`src/rtl/plsm_pkg.sv`:
```
// constants and carrier types for the port / lcd segment pin multiplexer
package plsm_pkg;
  localparam int PLSM_WIDE_W = 8;
  localparam int PLSM_NARROW_W = 4;
  localparam int PLSM_SEG_N = 40;
  localparam int PLSM_STATIC_SEG_N = 12;
  localparam int PLSM_COM_N = 4;
  localparam int PLSM_SEG_A_LO = 12;
  localparam int PLSM_SEG_B_LO = 20;
  localparam int PLSM_SEG_C_LO = 28;
  localparam int PLSM_SEG_D_LO = 36;
  // reset: all pins in port mode, all inputs (safe, nothing driven)
  localparam logic [PLSM_WIDE_W-1:0] PLSM_FNSEL_RST = 8'h00;
  localparam logic [PLSM_WIDE_W-1:0] PLSM_DIR_RST = 8'h00;
  localparam logic [PLSM_WIDE_W-1:0] PLSM_OUT_RST = 8'h00;

  // per-port register write: one strobe per register, full-width data
  typedef struct packed {
    logic fnsel_we;
    logic dir_we;
    logic out_we;
    logic [PLSM_WIDE_W-1:0] wdata;
  } plsm_wr_t;

  // pad side of one port: drive level and drive enable per pin
  typedef struct packed {
    logic [PLSM_WIDE_W-1:0] o;
    logic [PLSM_WIDE_W-1:0] oe;
  } plsm_pad_t;

  typedef enum logic [0:0] {
    PLSM_DRIVE_DYNAMIC = 1'b0,
    PLSM_DRIVE_STATIC = 1'b1
  } plsm_drive_t;
endpackage

```
`src/rtl/plsm_pin_mux.sv`:
```
// pin multiplexer for four ports shared with lcd segment lines
`timescale 1ns/1ps
module plsm_pin_mux
  import plsm_pkg::*;
#(
  parameter int WIDE_W = PLSM_WIDE_W,
  parameter int NARROW_W = PLSM_NARROW_W
) (
  input wire logic clk,
  input wire logic rst_n,
  input wire plsm_wr_t wr_a,
  input wire plsm_wr_t wr_b,
  input wire plsm_wr_t wr_c,
  input wire plsm_wr_t wr_d,
  input wire logic [WIDE_W-1:0] port_a_pins_i,
  input wire logic [WIDE_W-1:0] port_b_pins_i,
  input wire logic [WIDE_W-1:0] port_c_pins_i,
  input wire logic [NARROW_W-1:0] port_d_pins_i,
  output plsm_pad_t port_a_pins,
  output plsm_pad_t port_b_pins,
  output plsm_pad_t port_c_pins,
  output logic [NARROW_W-1:0] port_d_pins_o,
  output logic [NARROW_W-1:0] port_d_pins_oe,
  output logic [WIDE_W-1:0] fnsel_port_a,
  output logic [WIDE_W-1:0] fnsel_port_b,
  output logic [WIDE_W-1:0] fnsel_port_c,
  output logic [NARROW_W-1:0] fnsel_port_d,
  output logic [WIDE_W-1:0] dir_port_a,
  output logic [WIDE_W-1:0] dir_port_b,
  output logic [WIDE_W-1:0] dir_port_c,
  output logic [NARROW_W-1:0] dir_port_d,
  output logic [WIDE_W-1:0] port_a_rd,
  output logic [WIDE_W-1:0] port_b_rd,
  output logic [WIDE_W-1:0] port_c_rd,
  output logic [NARROW_W-1:0] port_d_rd,
  input wire logic [PLSM_SEG_N-1:0] lcd_seg_drive,
  input wire plsm_drive_t lcd_drive_mode,
  input wire logic [PLSM_COM_N-1:0] lcd_com_drive,
  input wire logic lcd_static_com_drive,
  output logic [PLSM_STATIC_SEG_N-1:0] lcd_segment_lines,
  output logic [PLSM_COM_N-1:0] lcd_dynamic_backplanes,
  output logic lcd_static_backplane
);

  ////////////////////////////////////////////////////////////////////////////
  // pin registers and input synchronisers

  logic [WIDE_W-1:0] out_a_ff, out_b_ff, out_c_ff;
  logic [NARROW_W-1:0] out_d_ff;
  logic [WIDE_W-1:0] sa1_ff, sa2_ff, sb1_ff, sb2_ff, sc1_ff, sc2_ff;
  logic [NARROW_W-1:0] sd1_ff, sd2_ff;
  logic [PLSM_SEG_N-1:0] seg_ff;
  logic [PLSM_STATIC_SEG_N-1:0] lo_seg_ff;
  logic [PLSM_COM_N-1:0] com_ff;
  logic scom_ff;
  logic rst;
  assign rst = ~rst_n;

  // full-width write replaces every pin of the strobed register; unstrobed registers hold
  always_ff @(posedge clk) begin
    if (rst) begin
      fnsel_port_a <= PLSM_FNSEL_RST;
      fnsel_port_b <= PLSM_FNSEL_RST;
      fnsel_port_c <= PLSM_FNSEL_RST;
      fnsel_port_d <= PLSM_FNSEL_RST[NARROW_W-1:0];
    end else begin
      if (wr_a.fnsel_we) begin
        fnsel_port_a <= wr_a.wdata;
      end
      if (wr_b.fnsel_we) begin
        fnsel_port_b <= wr_b.wdata;
      end
      if (wr_c.fnsel_we) begin
        fnsel_port_c <= wr_c.wdata;
      end
      if (wr_d.fnsel_we) begin
        fnsel_port_d <= wr_d.wdata[NARROW_W-1:0];
      end
    end
  end

  always_ff @(posedge clk) begin
    if (rst) begin
      dir_port_a <= PLSM_DIR_RST;
      dir_port_b <= PLSM_DIR_RST;
      dir_port_c <= PLSM_DIR_RST;
      dir_port_d <= PLSM_DIR_RST[NARROW_W-1:0];
    end else begin
      if (wr_a.dir_we) begin
        dir_port_a <= wr_a.wdata;
      end
      if (wr_b.dir_we) begin
        dir_port_b <= wr_b.wdata;
      end
      if (wr_c.dir_we) begin
        dir_port_c <= wr_c.wdata;
      end
      if (wr_d.dir_we) begin
        dir_port_d <= wr_d.wdata[NARROW_W-1:0];
      end
    end
  end

  always_ff @(posedge clk) begin
    if (rst) begin
      out_a_ff <= PLSM_OUT_RST;
      out_b_ff <= PLSM_OUT_RST;
      out_c_ff <= PLSM_OUT_RST;
      out_d_ff <= PLSM_OUT_RST[NARROW_W-1:0];
    end else begin
      if (wr_a.out_we) begin
        out_a_ff <= wr_a.wdata;
      end
      if (wr_b.out_we) begin
        out_b_ff <= wr_b.wdata;
      end
      if (wr_c.out_we) begin
        out_c_ff <= wr_c.wdata;
      end
      if (wr_d.out_we) begin
        out_d_ff <= wr_d.wdata[NARROW_W-1:0];
      end
    end
  end

  always_ff @(posedge clk) begin
    if (rst) begin
      {sa1_ff, sa2_ff, sb1_ff, sb2_ff} <= '0;
      {sc1_ff, sc2_ff, sd1_ff, sd2_ff} <= '0;
    end else begin
      sa1_ff <= port_a_pins_i;
      sa2_ff <= sa1_ff;
      sb1_ff <= port_b_pins_i;
      sb2_ff <= sb1_ff;
      sc1_ff <= port_c_pins_i;
      sc2_ff <= sc1_ff;
      sd1_ff <= port_d_pins_i;
      sd2_ff <= sd1_ff;
    end
  end

  ////////////////////////////////////////////////////////////////////////////
  // lcd drive retiming

  // drive mode gates only the backplanes: segments reach lines 0..11 and the shared pins in both modes
  always_ff @(posedge clk) begin
    if (rst) begin
      seg_ff <= '0;
      lo_seg_ff <= '0;
      com_ff <= '0;
      scom_ff <= 1'b0;
    end else begin
      seg_ff <= lcd_seg_drive;
      lo_seg_ff <= lcd_seg_drive[PLSM_STATIC_SEG_N-1:0];
      com_ff <= (lcd_drive_mode == PLSM_DRIVE_DYNAMIC) ? lcd_com_drive : '0;
      scom_ff <= (lcd_drive_mode == PLSM_DRIVE_STATIC) ? lcd_static_com_drive : 1'b0;
    end
  end

  assign lcd_segment_lines = lo_seg_ff;
  assign lcd_dynamic_backplanes = com_ff;
  assign lcd_static_backplane = scom_ff;

  ////////////////////////////////////////////////////////////////////////////
  // pad multiplexing

  // segment owns the pin whatever the direction bit says
  function automatic logic [WIDE_W-1:0] pad_o(input logic [WIDE_W-1:0] fn,
                                              input logic [WIDE_W-1:0] seg,
                                              input logic [WIDE_W-1:0] dat);
    pad_o = (fn & seg) | (~fn & dat);
  endfunction

  function automatic logic [WIDE_W-1:0] pad_oe(input logic [WIDE_W-1:0] fn,
                                               input logic [WIDE_W-1:0] dir);
    pad_oe = fn | dir;
  endfunction

  logic [WIDE_W-1:0] seg_d_wide, fn_d_wide, dir_d_wide, out_d_wide, o_d_wide, oe_d_wide;
  assign seg_d_wide = {{(WIDE_W-NARROW_W){1'b0}}, seg_ff[PLSM_SEG_D_LO +: NARROW_W]};
  assign fn_d_wide = {{(WIDE_W-NARROW_W){1'b0}}, fnsel_port_d};
  assign dir_d_wide = {{(WIDE_W-NARROW_W){1'b0}}, dir_port_d};
  assign out_d_wide = {{(WIDE_W-NARROW_W){1'b0}}, out_d_ff};

  assign port_a_pins.o = pad_o(fnsel_port_a, seg_ff[PLSM_SEG_A_LO +: WIDE_W], out_a_ff);
  assign port_a_pins.oe = pad_oe(fnsel_port_a, dir_port_a);
  assign port_b_pins.o = pad_o(fnsel_port_b, seg_ff[PLSM_SEG_B_LO +: WIDE_W], out_b_ff);
  assign port_b_pins.oe = pad_oe(fnsel_port_b, dir_port_b);
  assign port_c_pins.o = pad_o(fnsel_port_c, seg_ff[PLSM_SEG_C_LO +: WIDE_W], out_c_ff);
  assign port_c_pins.oe = pad_oe(fnsel_port_c, dir_port_c);
  assign o_d_wide = pad_o(fn_d_wide, seg_d_wide, out_d_wide);
  assign oe_d_wide = pad_oe(fn_d_wide, dir_d_wide);
  assign port_d_pins_o = o_d_wide[NARROW_W-1:0];
  assign port_d_pins_oe = oe_d_wide[NARROW_W-1:0];

  // read: output pins show the latch, input pins the synchronised pad
  assign port_a_rd = (dir_port_a & out_a_ff) | (~dir_port_a & sa2_ff);
  assign port_b_rd = (dir_port_b & out_b_ff) | (~dir_port_b & sb2_ff);
  assign port_c_rd = (dir_port_c & out_c_ff) | (~dir_port_c & sc2_ff);
  assign port_d_rd = (dir_port_d & out_d_ff) | (~dir_port_d & sd2_ff);
endmodule

```
`config.mk`:
```
export PLATFORM = sky130hd
export DESIGN_NAME = plsm_pin_mux
export DESIGN_NICKNAME = d
export VERILOG_FILES = /design/src/rtl/plsm_pkg.sv /design/src/rtl/plsm_pin_mux.sv
export SDC_FILE = /design/constraint.sdc
export NUM_CORES = 1
export LEC_CHECK = 0
export BUFFER_PORTS_ARGS = -buffer_cell sky130_fd_sc_hd__buf_2
export CAP_MARGIN = 5
export CORE_ASPECT_RATIO = 1.4
export CORE_UTILIZATION = 50
export CTS_BUF_LIST = sky130_fd_sc_hd__clkbuf_8
export CTS_CLUSTER_DIAMETER = 150
export DETAILED_ROUTE_END_ITERATION = 6
export PLACE_DENSITY = 0.82
export SKIP_LAST_GASP = 1
export SYNTH_ARGS = -nofsm -noshare
export SYNTH_HDL_FRONTEND = slang
export SYNTH_SLANG_ARGS = --single-unit
```
`constraint.sdc`:
```
create_clock -name clk -period 1.05 [get_ports clk]
set_input_delay 0.0525 -clock clk [delete_from_list [all_inputs] [get_ports clk]]
set_output_delay 0.0525 -clock clk [all_outputs]
set_load 0.01 [all_outputs]
```
# Word level (Yosys, flattened, before mapping)
# Cells that the tools add are included.
# totals
reg_bits	197
latch_bits	0
ramBits	0
mem_bits_ro	0
word_cells	63
n_memories	0
# op_classes
n_addsub	0
multipliers	0
div	0
order_cmp	0
eq_ne	0
shift	0
n_mux	0
n_bitwise	37
reduce_logical	2
# op_table
operator	n
$and A8 B8 Y8	12
$or A8 B8 Y8	9
$not A8 Y8	6
$and A4 B4 Y4	4
$or A4 B4 Y4	3
$not A4 Y4	2
$reduce_and A2 Y1	1
$reduce_or A2 Y1	1
$not A1 Y1	1

# Logic depth before layout (Yosys ltp)
# Gate-level depths: netlist of the first run.
# logic_depth
word_depth	3
ltp_mapped	3
depth_no_buf	2

# Least setup slack after synthesis of the first run
# No wires, ideal clock.
# synth_path
path_type	reg2out
startpoint	register dir_port_a[0]
endpoint	output port_a_rd[0]
arrival_ns	0.761
setup_slack_ns	0.237
path_stages_with_launch	2
path_buffers	0
cell_sequence	dfxtp_1 mux2_2
# synth_via
elab_chain_len	3
# synth_rtl
item	line	rtl
start, declared	plsm_pin_mux.sv:28	output logic [WIDE_W-1:0] dir_port_a,
start signal, assigned	plsm_pin_mux.sv:90	dir_port_a <= wr_a.wdata;
$not A8 Y8	plsm_pin_mux.sv:197	assign port_a_rd = (dir_port_a & out_a_ff) | (~dir_port_a & sa2_ff);
$and A8 B8 Y8	plsm_pin_mux.sv:197	
$or A8 B8 Y8 (*)	plsm_pin_mux.sv:197	
end, declared	plsm_pin_mux.sv:32	output logic [WIDE_W-1:0] port_a_rd,
# Every way passes the cells marked *; elsewhere a longest branch is shown, timed or not.

# Worst setup path after layout of the first run
# layout_path
startpoint	register dir_port_a[1]
endpoint	output port_a_rd[1]
# The elaborated chain is that of the path after synthesis.

==> results of run 1 <==
==> metrics by stage <==
stage / TNS [ns] / hold slack (ns)
2_1_floorplan: 0 / 0.1742
3_3_place_gp: 0 / 0.2518
3_5_place_dp: 0 / 0.2581
4_1_cts: -21.00 / 0.02975
5_1_grt: -24.58 / 0.05083
6_report: -19.96 / 0.06688
==> placed cells by master, fill, tap and decap left out, drive strengths merged <==
| cell type | instances |
|---|---|
| mux2i | 84 |
| mux2 | 56 |
| bufinv | 2 |
| inv | 7 |
| or2 | 28 |
| and2 | 100 |
| nor2b | 84 |
| clkinv | 2 |
| dfxtp | 185 |
| dlygate4sd3 | 105 |
| clkbuf | 19 |
| and2b | 1 |
| clkinvlp | 2 |
| buf | 304 |
| and3 | 1 |
==> cell families (layout without fill, tap and decap cells) <==
logic type	Yosys count	after routing	synth area share [%]
and+or+nand+nor	214	214	19.73
buffers and inverters	44	441	4.089
muxes	140	140	21.66
DFF	185	185	54.52
==> what timing repair did <==
| item | CTS | global route |
|---|---|---|
| buffers inserted | 18 | 21 |
| hold endpoints to repair | 157 | 0 |
| hold buffers | 105 | 0 |
| pin swaps | 16 | 10 |
| gates resized for setup | 270 | 78 |
| setup endpoints to repair | 133 | 133 |
| cloned | 0 | 0 |
==> metal layers <==
layer  vias to the layer above  global-route usage (%)
met4                         0                   14.57
met1                      2754                   28.98
met3                        75                   6.337
met2                       234                   53.53
li1                       2648                       -
met5                         -                       0
==> where the power goes <==
part           switching [W]  internal (W)
Combinational        0.00113       0.00182
Clock                0.00268       0.00233
Sequential          0.000307       0.00736
Total                0.00411        0.0115
==> final cells by class <==
class,count,area (um2)
tap,182,227.7
sequential,185,3891
clock inverter,13,158.9
multi-input combinational,354,3089
timing repair buffer,409,3493
clock buffer,19,261.5
fill,639,2203
==> worst max-delay path: cells and delay by family (launching register included) <==
family,cells,cell delay (ns)
DFF,1,0.40
buffers and inverters,1,0.13
muxes,1,0.32
==> worst paths after layout <==
path / startpoint / end / slack (ns) / cells after the start
min reg2reg: sb1_ff[7] / sb2_ff[7] / 0.44 / 1
max reg2reg: fnsel_port_b[2] / fnsel_port_b[2] / 0.13 / 4
min: wr_a[10] / fnsel_port_a[7] / 0.07 / 3
max: dir_port_a[1] / port_a_rd[1] / -0.29 / 2
==> metrics, run 1 <==
die area=0.01406 mm2; status=finished, violations left; initial antenna violation count=0; Worst-Skew Late Latency=0.44 ns; setup violators final=107; CP Cell Sequence=mux2_4 > buf_6; first-pass GRT wire length=30,770 um; pre-CTS WS=0.07614 ns; static leakage=5.220 nW; Root Buffer=clkbuf_8; placed cell count=998; CTS sink count=185; Max Buffers Root-to-Sink=2; FFs w/ async S/R, synth=0%; via count=5,711; Biggest register=seg_ff; die width=100.5 um; Max Clock Freq=746.5 MHz; critical path class=reg2out; Core Box Area=0.01333 mm2; Finished Layout Cells=1,162; Seq/Total Area, Yosys=54.52%; die span in y=139.9 um; most numerous cell in the Yosys netlist=dfxtp_1; fin crit share=127.6%; Synth area leaders=dfxtp_1 55%, mux2i_1 12%, mux2_2 9.3%, and2_1 9.2%, nor2b_1 7.7%; max reg flops=40; drt via density=4.915; Overflow after GRT=0; number of distinct library cells after synthesis=11; final hold violations=0; Area Overhead vs Synth=63.73%; Max rail drop VDD=0.9026 mV; GRT Resource Usage Total=28.55%; # IOs=277; syn nets=703; fin. max-slew vios=0; CP endpoint kind=primary output; Synth Flop Type=dfxtp_1; met1 WL=7741 um; placed cell areas=0.008169 mm2; Post-synth EDFFs=0; Tmin final=1.340 ns; routed wl met3=1143 um; gpl congestion=0.7551; DR iter-0 viols=109; Core Util, Final=83.46%; Rows=50; post-synthesis area per instance=11.65 um2; Yosys warning count=0; H-tree Lvls=4; CTS Buf Count=17; Setup Skew=0.01289 ns; Port Buf Inserts=272; critical path startpoint category=register; Final WS setup=-0.2896 ns; HP Class=in2reg; CP max stage cell=dfxtp_4; Max FO, Critical Path=4; Antenna Cells=0; slew at the pin closest to its max-slew limit=0.3377 ns; DRC=0; most frequent cells after synthesis=185 x dfxtp_1, 100 x and2_1, 84 x mux2i_1, 84 x nor2b_1, 56 x mux2_2; Synth top area share=54.52%; Slowest Stage Delay on Critical Path=0.40 ns; failing checks=negative setup slack; Synth Instances=583; Mapped Area=0.006793 mm2; Routed met2 length=12,080 um; DP HPWL=10,160 um; share of layout cells above drive strength 1=48.47%; synthesized flop and latch total=185; Routed WL per cell=18.90 um; Top Metal Used=met4; total power=0.01561 W; Worst Path Required=1.00 ns; clock transition at the registers of the reported paths=0.10 ns; number of global-route vias before repair=6,002; relative slew slack=76.84%; largest net degree at the start of global routing=81; fin nets=1,087; Worst Path Arrival=1.29 ns; Detailed Routing Iterations Pass 1=4; largest area contributor in the synthesized netlist=dfxtp_1; Final Cell Area=0.01112 mm2; pwr/cell area=1404 mW/mm2; max_cap viols=0; wirelength, routed=21,960 um; CTS tree=done; unrepaired setup endpoints after global routing=yes; Starting Density=50.98%; Routed Antenna Nets=0
Note: power is estimated with default switching activity, not from simulation.
==> inputs of run 2 (changes only) <==
- PLACE_DENSITY: 0.82 -> not set
- PLACE_DENSITY_LB_ADDON: not set -> 0.15
==> run 2 against run 1 <==
Worst hold slack got worse by 0.076 ns. Clock skew shrank 0.0034 ns. Combinational power hardly changed. The run ends with negative hold slack, negative setup slack left. Cell count up 0.34%. Critical path type unchanged.
==> metrics, run 2 (synthesis gave the netlist of run 1 again) <==
Logic pwr share=19.4% (+0.5 points); Core Box Area=0.01333 mm2 (unchanged); Port Buf Inserts=272 (unchanged); CP endpoint kind=primary output; H-tree Lvls=4 (unchanged); Hold Path Depth=2 (-1); Worst Path Arrival=1.31 ns (+0.02 ns); HP Class=in2reg; most frequent cells in the layout=152 x buf_2, 134 x buf_6, 129 x dfxtp_1, 108 x dlygate4sd3_1, 100 x and2_1; GRT busiest layer=met2; Hold WS=-0.009383 ns (-0.07626 ns); GR Util met2=52.85% (-0.68 points); failing checks=negative hold slack, negative setup slack; Detailed Routing Iterations Pass 1=5 (+1); r2r setup slk=0.13 ns (about the same); GRT Resource Usage Total=28.37% (-0.18 points); Layout fillers=693 (+8.5%); Starting Density=50.98% (unchanged); pwr/cell area=1362 mW/mm2 (-2.9%); # IOs=277 (unchanged); die span in y=139.9 um (unchanged); Final WS setup=-0.3077 ns (-0.01805 ns); critical path class=reg2out; slew at the pin closest to its max-slew limit=0.3152 ns (-0.02250 ns); Setup Skew=0.009514 ns (-0.003374 ns); Finished Layout Cells=1,166 (+0.34%); critical path startpoint category=register; CTS tree=done; fin nets=1,091 (+0.37%); setup violators final=106 (-0.93%); placed cell count=997 (-0.10%); Seq pwr share=50.7% (+1.6 points); drt via density=4.867 (-0.97%); Max FO, Critical Path=3 (-1); static leakage=5.242 nW (+0.43%); DP HPWL=10,360 um (+2.0%); via count=5,675 (-0.63%); Worst Path Required=1.00 ns (about the same); Worst-Skew Late Latency=0.45 ns (about the same); fin crit share=129.3% (+1.7 points); clock transition at the registers of the reported paths=0.09 ns (about the same); r2r worst-path depth=4 (unchanged); max reg flops=40 (unchanged); Core Util, Final=83.37% (-0.094 points); DR iter-0 viols=169 (+55%); end of the worst hold path=sb1_ff[4]; Rows=50 (unchanged); die width=100.5 um (unchanged); die area=0.01406 mm2 (unchanged); status=finished, violations left; Int Power=0.01100 W (-4.3%); M3 GR Usage=6.038% (-0.30 points); Root Buffer=clkbuf_8; wirelength, routed=21,150 um (-3.7%); sw power=0.004130 W (+0.48%); reg2reg end=fnsel_port_a[6]; worst r2r src=fnsel_port_a[6]; share of layout cells above drive strength 1=48.27% (-0.20 points); fin. max-slew vios=0 (unchanged); Clk pwr share=30.0% (-2.0 points); Max Buffers Root-to-Sink=2 (unchanged); FF/Latch Area=0.003876 mm2 (-0.39%); max_cap viols=0 (unchanged); Antenna Cells=0 (unchanged); Overflow after GRT=0 (unchanged); Area Overhead vs Synth=63.55%; unrepaired setup endpoints after global routing=yes; largest net degree at the start of global routing=79 (-2.5%); first-pass GRT wire length=30,880 um (+0.36%); commonest non-fill, non-tap cell in the layout=buf_2; gpl congestion=0.7730 (+2.4%); switch share=27.29% (+0.96 points); Routed Antenna Nets=0 (unchanged); CTS Buf Count=17 (unchanged); relative slew slack=78.99% (+2.1 points); Tmin final=1.358 ns (+0.01805 ns); DRC=0 (unchanged); total power=0.01513 W (-3.1%); Final Cell Area=0.01111 mm2 (-0.11%); CTS sink count=185 (unchanged); met1 Use GR=30.31% (+1.3 points); Biggest register=seg_ff; placed cell areas=0.008174 mm2 (about the same); Routed WL per cell=18.14 um (-4.0%); number of global-route vias before repair=6,022 (+0.33%); Hold Path Origin=rst_n; Max rail drop VDD=1.011 mV (+12%); final hold violations=2 (+2); area of the multi-input gates=0.003089 mm2 (unchanged); Max Clock Freq=736.6 MHz (-1.3%); initial antenna violation count=0 (unchanged)
run 2: how the worst max path moves through the flow:
stage | startpoint | end | slack, ns | depth (start not counted)
after CTS | dir_port_a[3] | port_a_rd[3] | -0.30 | 2
final | fnsel_port_c[0] | port_c_pins[8] | -0.31 | 2
after detailed placement | dir_port_a[0] | port_a_rd[0] | 0.11 | 2
after global placement | fnsel_port_a[6] | port_a_pins[14] | 0.13 | 2
after global routing | fnsel_port_c[0] | port_c_pins[8] | -0.34 | 2
after floorplan | dir_port_a[0] | port_a_rd[0] | 0.24 | 1
run 2: critical path, stage by stage, from the launching register on:
cell     delay, ns
dfxtp_2       0.40
mux2_4        0.33
buf_6         0.13
run 2: power groups by stage:
stage | clock [W] | combinational [W] | sequential [W]
2_1_floorplan | 0 | 0.00103 | 0.00778
3_3_place_gp | 0 | 0.00175 | 0.00775
3_5_place_dp | 0 | 0.00179 | 0.00778
4_1_cts | 0.00461 | 0.00274 | 0.00766
5_1_grt | 0.00491 | 0.00310 | 0.00771
6_report | 0.00453 | 0.00293 | 0.00767
run 2: metal layers:
layer | part of all wire, % | wire (um)
met5 | 0 | 0
met4 | 3.2 | 686
met3 | 5.2 | 1104
met2 | 55 | 11660
met1 | 36 | 7701
run 2: area by class of cell:
type | instances | share of cell area, %
sequential | 185 | 34.89
clock buffer | 18 | 2.230
clock inverter | 14 | 1.149
timing repair buffer | 413 | 31.87
tap | 182 | 2.050
multi-input combinational | 354 | 27.81
run 2: repair_timing:
item	in CTS	in global routing
endpoints found under the setup margin	137	142
buffers inserted	22	11
hold buffers	114	1
resized for setup	270	66
pin swaps	17	7
hold endpoints to repair	158	3
run 2: metrics by stage:
step                setup WS, ns  TNS [ns]
CTS                      -0.2998    -22.53
floorplan                 0.2368         0
detailed placement        0.1110         0
global route             -0.3436    -25.80
finish                   -0.3077    -21.35
global placement          0.1292         0
